[src/inc/isu_defines.svh]
// Constants of the indexed stack instruction unit: offsets, fields, reset values.
// Assumes inclusion by bare name from the design file, the checker and the bench.
`ifndef ISU_DEFINES_SVH
`define ISU_DEFINES_SVH

// APB register byte offsets
`define ISU_OFF_CTRL 8'h00
`define ISU_OFF_PTR0 8'h04
`define ISU_OFF_PTR1 8'h08
`define ISU_OFF_PTR2 8'h0c
`define ISU_OFF_STAT 8'h10

// Control register field and reset value (extension off after reset)
`define ISU_CTRL_EXT_BIT 0
`define ISU_CTRL_RESET 1'b0
`define ISU_PTR_RESET 12'h000

// Opcode prefixes
`define ISU_MOVE_W1_PFX 9'h1d7
`define ISU_MOVE_W2_PFX 4'hf
`define ISU_PUSH_PFX 8'hfa
`define ISU_SUB_PFX 8'he9
`define ISU_SEL_RET 2'b11

// Offset-mode window limit and the access bank upper half
`define ISU_OFFSET_MAX 8'h5f
`define ISU_ACC_SPLIT 8'h80
`define ISU_ACC_HI_BANK 4'hf

// Data moved when the source is an indirect register
`define ISU_IND_READ_VAL 8'h00

`endif

[src/inc/isu_pkg.sv]
// Types shared by the indexed stack instruction unit.
// Assumes isu_defines.svh holds the numeric constants.
package isu_pkg;

  // Sequencer states
  typedef enum logic [2:0] {
    ISU_IDLE,
    ISU_MV_READ,
    ISU_MV_DEST,
    ISU_RET_NOP
  } isu_state_t;

  // Data memory request toward the core data space
  typedef struct packed {
    logic rd;
    logic wr;
    logic [11:0] addr;
    logic [7:0] wdata;
  } isu_mem_req_t;

  // Remapped operand of a standard byte or bit instruction
  typedef struct packed {
    logic valid;
    logic dest_file;
    logic [11:0] addr;
  } isu_std_addr_t;

endpackage : isu_pkg

[src/isu_top.sv]
// Indexed stack instruction unit: executes the indexed move, push-literal,
// pointer-subtract and pointer-subtract-with-return, and remaps operands of
// standard byte and bit instructions in indexed literal offset mode.
// Assumes a core that hands over instruction words with a valid strobe, a data
// memory that returns read data in the cycle of the read strobe, and an APB master.
`include "isu_defines.svh"
`timescale 1ns/1ps

module isu_top
  import isu_pkg::*;
#(
  parameter logic [11:0] IND_LO = 12'hfe0, // Lowest indirect-addressing register
  parameter logic [11:0] IND_HI = 12'hfef  // Highest indirect-addressing register
) (
  // Clock and reset
  input wire logic clk,
  input wire logic rst,
  // APB slave
  input wire logic psel,
  input wire logic penable,
  input wire logic pwrite,
  input wire logic [7:0] paddr,
  input wire logic [31:0] pwdata,
  output logic [31:0] prdata,
  output logic pready,
  output logic pslverr,
  // Instruction words from the core
  input wire logic instr_valid,
  input wire logic [15:0] instr_word,
  output logic instr_ready,
  output logic instr_taken,
  // Data memory
  output isu_mem_req_t mem_req,
  input wire logic [7:0] mem_rd_data,
  // Return stack
  output logic ret_load,
  // Standard byte and bit operand remap
  input wire logic std_valid,
  input wire logic [7:0] std_file,
  input wire logic std_access,
  input wire logic std_dest_file,
  input wire logic [3:0] bank_select_register,
  output isu_std_addr_t std_addr
);

  // Registers
  logic ext_en_q;                    // Extension enable configuration bit
  logic [11:0] ptr_q [3];            // Three file-select pointers
  logic [11:0] ptr_d [3];            // Next pointer values
  isu_state_t state_q;               // Sequencer state
  isu_state_t state_d;
  logic [7:0] move_data_q;           // Byte carried from the move's read to its write
  logic move_src_ind_q;              // Source of the pending move was indirect
  logic move_nop_q;                  // Last move was suppressed
  isu_mem_req_t mem_req_q;
  isu_mem_req_t mem_req_d;
  logic ret_q;
  logic ready_q;
  logic taken_q;
  logic taken_d;
  isu_std_addr_t std_q;
  logic [31:0] prdata_q;
  logic pready_q;
  logic pslverr_q;

  // Alias of the third pointer
  wire logic [11:0] third_pointer = ptr_q[2];

  // Instruction field decode
  wire logic [1:0] ptr_sel = instr_word[7:6];
  wire logic [5:0] sub_lit = instr_word[5:0];
  wire logic [6:0] src_off = instr_word[6:0];
  wire logic [7:0] push_lit = instr_word[7:0];
  wire logic accept = instr_valid & ready_q;
  wire logic is_move1 = ext_en_q & (instr_word[15:7] == `ISU_MOVE_W1_PFX);
  wire logic is_move2 = instr_word[15:12] == `ISU_MOVE_W2_PFX;
  wire logic is_push = ext_en_q & (instr_word[15:8] == `ISU_PUSH_PFX);
  wire logic is_sub = ext_en_q & (instr_word[15:8] == `ISU_SUB_PFX);
  wire logic is_ret = is_sub & (ptr_sel == `ISU_SEL_RET);

  // Move address arithmetic on the full twelve bits
  wire logic [11:0] src_addr = third_pointer + {5'h00, src_off};
  wire logic [11:0] dst_addr = third_pointer + {5'h00, instr_word[6:0]};
  wire logic src_ind = (src_addr >= IND_LO) && (src_addr <= IND_HI);
  wire logic dst_ind = (dst_addr >= IND_LO) && (dst_addr <= IND_HI);

  // Standard operand remap
  wire logic in_window = ext_en_q & ~std_access & (std_file <= `ISU_OFFSET_MAX);
  wire logic [11:0] idx_addr = third_pointer + {4'h0, std_file};
  wire logic [11:0] acc_addr = (std_file < `ISU_ACC_SPLIT) ? {4'h0, std_file}
                                                            : {`ISU_ACC_HI_BANK, std_file};
  wire logic [11:0] abs_addr = std_access ? {bank_select_register, std_file} : acc_addr;
  // With the pointer at zero the indexed sum equals the access address
  wire logic [11:0] std_eff = in_window ? idx_addr : abs_addr;

  // APB decode
  wire logic apb_acc = psel & penable;
  wire logic apb_wr = apb_acc & pready_q & pwrite;
  wire logic hit_ctrl = paddr == `ISU_OFF_CTRL;
  wire logic hit_ptr0 = paddr == `ISU_OFF_PTR0;
  wire logic hit_ptr1 = paddr == `ISU_OFF_PTR1;
  wire logic hit_ptr2 = paddr == `ISU_OFF_PTR2;
  wire logic hit_stat = paddr == `ISU_OFF_STAT;
  wire logic mapped = hit_ctrl | hit_ptr0 | hit_ptr1 | hit_ptr2 | hit_stat;
  wire logic [31:0] rd_mux =
      hit_ctrl ? {31'h0, ext_en_q} :
      hit_ptr0 ? {20'h0, ptr_q[0]} :
      hit_ptr1 ? {20'h0, ptr_q[1]} :
      hit_ptr2 ? {20'h0, ptr_q[2]} :
      hit_stat ? {28'h0, move_nop_q, 1'b0, 2'(state_q)} : 32'h0;

  // Sequencer next state and memory request
  always_comb begin
    state_d = state_q;
    mem_req_d = '0;
    taken_d = 1'b0;
    ptr_d[0] = ptr_q[0];
    ptr_d[1] = ptr_q[1];
    ptr_d[2] = ptr_q[2];
    unique case (state_q)
      ISU_IDLE: begin
        if (accept & is_move1) begin
          // First cycle of the move: read the source
          mem_req_d.rd = ~src_ind;
          mem_req_d.addr = src_addr;
          taken_d = 1'b1;
          state_d = ISU_MV_READ;
        end else if (accept & is_push) begin
          // Write at the pointer, then step it down
          mem_req_d.wr = 1'b1;
          mem_req_d.addr = third_pointer;
          mem_req_d.wdata = push_lit;
          ptr_d[2] = third_pointer - 12'h001;
          taken_d = 1'b1;
        end else if (accept & is_ret) begin
          // Subtract from third pointer, then an idle cycle for the return
          ptr_d[2] = third_pointer - {6'h00, sub_lit};
          taken_d = 1'b1;
          state_d = ISU_RET_NOP;
        end else if (accept & is_sub) begin
          // Single-cycle subtract, no flags are touched here
          ptr_d[ptr_sel] = ptr_q[ptr_sel] - {6'h00, sub_lit};
          taken_d = 1'b1;
        end
      end
      ISU_MV_READ: begin
        // Read strobe is out unless the source is indirect; data is captured this cycle
        state_d = ISU_MV_DEST;
      end
      ISU_MV_DEST: begin
        if (accept & is_move2) begin
          // Second cycle: write unless the destination is indirect
          mem_req_d.wr = ~dst_ind;
          mem_req_d.addr = dst_addr;
          mem_req_d.wdata = move_data_q;
          taken_d = 1'b1;
          state_d = ISU_IDLE;
        end
      end
      ISU_RET_NOP: begin
        // Idle second cycle while the return target is fetched
        state_d = ISU_IDLE;
      end
    endcase
  end

  // Sequencer state, strobes and readiness
  always_ff @(posedge clk or posedge rst) begin
    if (rst) begin
      state_q <= ISU_IDLE;
      mem_req_q <= '0;
      ret_q <= 1'b0;
      ready_q <= 1'b0;
      taken_q <= 1'b0;
    end else begin
      state_q <= state_d;
      mem_req_q <= mem_req_d;
      ret_q <= accept & is_ret & (state_q == ISU_IDLE);
      // Words are only taken in states that can decode one
      ready_q <= (state_d == ISU_IDLE) | (state_d == ISU_MV_DEST);
      taken_q <= taken_d;
    end
  end

  // Move data capture; an indirect source yields zero
  always_ff @(posedge clk or posedge rst) begin
    if (rst) begin
      move_data_q <= 8'h00;
      move_src_ind_q <= 1'b0;
      move_nop_q <= 1'b0;
    end else begin
      if (state_q == ISU_IDLE && accept && is_move1) begin
        move_src_ind_q <= src_ind;
      end
      if (state_q == ISU_MV_READ) begin
        move_data_q <= move_src_ind_q ? `ISU_IND_READ_VAL : mem_rd_data;
      end
      if (state_q == ISU_MV_DEST && accept && is_move2) begin
        move_nop_q <= dst_ind;
      end
    end
  end

  // Pointers: instruction updates that change a pointer win over a same-cycle APB write
  for (genvar i = 0; i < 3; i++) begin : g_ptr
    wire logic hw_upd = ptr_d[i] != ptr_q[i];
    wire logic sw_upd = apb_wr & (paddr == `ISU_OFF_PTR0 + 8'(4 * i));
    always_ff @(posedge clk or posedge rst) begin
      if (rst) begin
        ptr_q[i] <= `ISU_PTR_RESET;
      end else if (hw_upd) begin
        ptr_q[i] <= ptr_d[i];
      end else if (sw_upd) begin
        ptr_q[i] <= pwdata[11:0];
      end
    end
  end

  // Extension enable bit, off after reset
  always_ff @(posedge clk or posedge rst) begin
    if (rst) begin
      ext_en_q <= `ISU_CTRL_RESET;
    end else if (apb_wr && hit_ctrl) begin
      ext_en_q <= pwdata[`ISU_CTRL_EXT_BIT];
    end
  end

  // Standard operand remap, one cycle after the request
  always_ff @(posedge clk or posedge rst) begin
    if (rst) begin
      std_q <= '0;
    end else begin
      std_q.valid <= std_valid;
      std_q.addr <= std_valid ? std_eff : std_q.addr;
      // Destination select passes through unchanged
      std_q.dest_file <= std_valid ? std_dest_file : std_q.dest_file;
    end
  end

  // APB slave: one wait state, error on unmapped offsets
  always_ff @(posedge clk or posedge rst) begin
    if (rst) begin
      pready_q <= 1'b0;
      prdata_q <= 32'h0;
      pslverr_q <= 1'b0;
    end else begin
      pready_q <= apb_acc & ~pready_q;
      pslverr_q <= apb_acc & ~pready_q & ~mapped;
      prdata_q <= (apb_acc & ~pready_q & ~pwrite) ? rd_mux : 32'h0;
    end
  end

  // Outputs straight from flops
  assign prdata = prdata_q;
  assign pready = pready_q;
  assign pslverr = pslverr_q;
  assign instr_ready = ready_q;
  assign instr_taken = taken_q;
  assign mem_req = mem_req_q;
  assign ret_load = ret_q;
  assign std_addr = std_q;

endmodule : isu_top

[config.mk]
export PLATFORM = sky130hd
export DESIGN_NAME = isu_top
export DESIGN_NICKNAME = d
export VERILOG_FILES = /design/src/inc/isu_pkg.sv /design/src/isu_top.sv
export VERILOG_INCLUDE_DIRS = /design/src /design/src/inc
export SDC_FILE = /design/constraint.sdc
export NUM_CORES = 1
export LEC_CHECK = 0
export BUFFER_PORTS_ARGS = -buffer_cell sky130_fd_sc_hd__buf_4
export CORE_UTILIZATION = 40
export DETAILED_ROUTE_END_ITERATION = 16
export PLACE_DENSITY = 0.58
export SYNTH_ARGS = -nofsm -noshare
export SYNTH_HDL_FRONTEND = slang
export SYNTH_SLANG_ARGS = --single-unit
[constraint.sdc]
create_clock -name clk -period 5.2 [get_ports clk]
set_input_delay 0.26 -clock clk [delete_from_list [all_inputs] [get_ports clk]]
set_output_delay 0.26 -clock clk [all_outputs]
set_load 0.01 [all_outputs]
==> impl_metrics.csv <==
group,metric,value,unit
clock_tree,clockRootBuffer,"clkbuf_16",
synth,postSynthRegisterBits,103,
clock_tree,cts.sinks,103,
synth,synthesis.area,0.00800,mm2
cells_and_area,area_delta_synth_final,18.3,%
critical_path,required,5.49,ns
die,dieArea,0.0206,mm2
critical_path,start_kind,"primary input",
power_and_ir_drop,power.density,270,mW/mm2
routing,drc_errors,0,
routing,via_per_inst,5.72,
power_and_ir_drop,peakVddDrop,0.000172,V
critical_path,crit_fanout,20,
synth,synthDistinctLibCells,86,
sta,setup_viol,0,
synth,async_flop_share,1.00,
critical_path,arrival,4.89,ns
synth,yosysWarnings,0,
clock_tree,insertion_delay,0.36,ns
sta,fmax,0.218,GHz
power_and_ir_drop,leakage,4.30,nW
synth,syn_inst,927,
cells_and_area,insertedDiodeCount,0,
clock_tree,clockBufferDepth,2,
global_route,grt_pass1_wl,41000,um
synth,synth-seq-area-share,0.322,
cells_and_area,regArea,0.00258,mm2
critical_path,critical_path_class,"in -> reg",
sta,max-slew-margin-rel,0.274,
cells_and_area,multiInputGateArea,0.00497,mm2
sta,slew_viol_final,0,
clock_tree,clk_pin_slew,0.08,ns
routing,antenna_left,0,
cells_and_area,drive_gt1_frac,0.214,
synth,ys.flop_type,"dfrtp_1",
synth,avgSynthCellArea,8.63,um2
die,initial_core_util,0.410,
critical_path,end_kind,"register",
critical_path,crit_chain,"buf_4 -> nor2b_1 -> a21oi_1 -> ha_1 -> fa_1 -> nor2b_1 -> o2111ai_1 -> and4_1 -> or2_1 -> xor2_1 -> nor4_1 -> nand3_1 -> o31ai_2 -> buf_4 -> a21oi_1 -> a21oi_1",
global_route,grtUsageMet1,0.355,
place,place.gp.congestion,0.996,
cells_and_area,fin_area,0.00947,mm2
cells_and_area,layout_commonest_cell,"buf_4",
global_route,antenna_found_initial,1,
global_route,overflow,0,
global_route,grt.met2_usage,0.428,
routing,drt_wl_total,26800,um
flow_run,max_cap_viol_count,0,
cells_and_area,nNetsFinal,1143,
die,io_pins,158,
cells_and_area,fin_util,0.485,
critical_path,cpMostUsedCell,"a21oi_1",
global_route,top_usage_layer,"met2",
routing,num_vias,7396,
die,rows,51,
die,die_w,143,um
place,portBuffers,117,
hold_path,hp-class,"in -> reg",
routing,dr.pass1.iters,5,
die,fp.coreArea,0.0195,mm2
sta,min_period,4.60,ns
global_route,grt_pass1_vias,7037,
sta,hold_viol_final,0,
sta,setup-tns-final,0,ns
clock_tree,tritoncts,"yes",
global_route,grt_start_max_net_pins,55,
die,dieHeight,143,um
place,dpl_cell_area,0.00914,mm2
sta,final.period_utilization,0.884,
global_route,grt.total_usage,0.268,
synth,synth_edf_count,0,
sta,tightest_slew,1.09,ns
sta,clock_skew,0.00992,ns
routing,drt_iter0_drc,532,
cells_and_area,layout_common_cells,"buf_4, dfrtp_1, nor2_1",
critical_path,slowest_delay,0.90,ns
sta,whs,0.0651,ns
clock_tree,cts_htree_levels,3,
power_and_ir_drop,p_total,0.00256,W
routing,routedWlPerCell,20.7,um
status,status,"finished, final reports clean",
critical_path,cpMaxStageDelayCell,"nor2b_1",
cells_and_area,fillers,1945,
global_route,use_met3,0.0566,
sta,rsz0062_at_grt,"false",
clock_tree,cts_made_buffers,9,
place,hpwl,20300,um
[routing by layer]
| metal | part of all wire | vias up |
|---|---|---|
| met4 | 0.029 | 2 |
| li1 | - | 3530 |
| met1 | 0.44 | 3550 |
| met2 | 0.46 | 269 |
| met5 | 0.00049 | - |
| met3 | 0.073 | 45 |
[where the power goes]
part	switching, W	internal [W]	leakage [nW]
Clock	0.000323	0.000423	0.149
Sequential	0.0000494	0.000833	1.32
Combinational	0.000565	0.000368	2.83
[sequential cells by signal (all words and copies together), names as in the netlist, 3 cells and up]
signal	flops
mem_req	22
move_data_q	8
prdata	12
ptr_q	24
state_q	3
std_addr	14
third_pointer	12
[cells in the mapped netlist, types with 20 or more instances]
| cell | instances | area (um2) |
|---|---|---|
| nand2_1 | 71 | 267 |
| a21oi_1 | 66 | 330 |
| clkbuf_1 | 46 | 173 |
| inv_1 | 37 | 139 |
| xnor2_1 | 26 | 228 |
| nand3_1 | 23 | 115 |
| dfrtp_1 | 103 | 2580 |
| xor2_1 | 27 | 236 |
| o21ai_0 | 53 | 265 |
| nor2_1 | 77 | 289 |
| mux2_2 | 36 | 405 |
| ha_1 | 29 | 363 |
| buf_4 | 20 | 150 |
| mux2i_1 | 32 | 320 |
| nand2b_1 | 21 | 131 |
[layout make-up]
class | count | share of cell area
multi-input cells | 725 | 0.525
clock inverters | 6 | 0.00978
flip-flops and latches | 103 | 0.272
well taps | 265 | 0.0350
repair buffers | 149 | 0.120
clock buffers | 9 | 0.0238
inverters | 37 | 0.0149
[kinds of logic after synthesis]
family / count (synthesis) / share of synthesized area
and+or+nand+nor: 293 / 0.188
AOI/OAI and AO/OA: 256 / 0.214
buffers and inverters: 118 / 0.0682
DFF: 103 / 0.322
muxes: 69 / 0.0921
xor gates and xnor gates: 54 / 0.0600
adders and majority gates: 33 / 0.0553
other: 1 / 0.000469
[worst paths after layout]
kind | slack, ns | depth (start not counted) | end | startpoint
setup / recovery | 0.60 | 16 | ptr_q[25] | instr_word[7]
hold / removal | 0.07 | 2 | prdata[0] | pwrite
setup reg to reg | 1.01 | 14 | ptr_q[25] | third_pointer[0]
hold reg to reg | 0.48 | 2 | mem_req[3] | move_data_q[3]
max in group asynchronous | 3.52 | 4 | third_pointer[2] | rst
min in group asynchronous | 0.53 | 3 | std_addr[12] | rst
[worst max-delay path, delay by kind of cell]
family,cells,cell delay (ns)
simple gates,6,2.38
compound gates,5,0.87
fa+ha+maj,2,0.67
buf+inv,2,0.49
xor+xnor,1,0.18
[metrics by stage]
stage	worst slack, ns	std cells
after global routing	0.307	1294
after CTS	0.647	1294
after detailed placement	0.286	1278
after global placement	0.445	1278
final	0.604	1294
after floorplan	0.697	946
[repair_timing]
item | CTS | global route
hold buffers | 1 | 0
resized for setup | 0 | 0
hold endpoints to repair | 3 | 0
buffers inserted | 0 | 0
(Power assumes the default switching activity.)
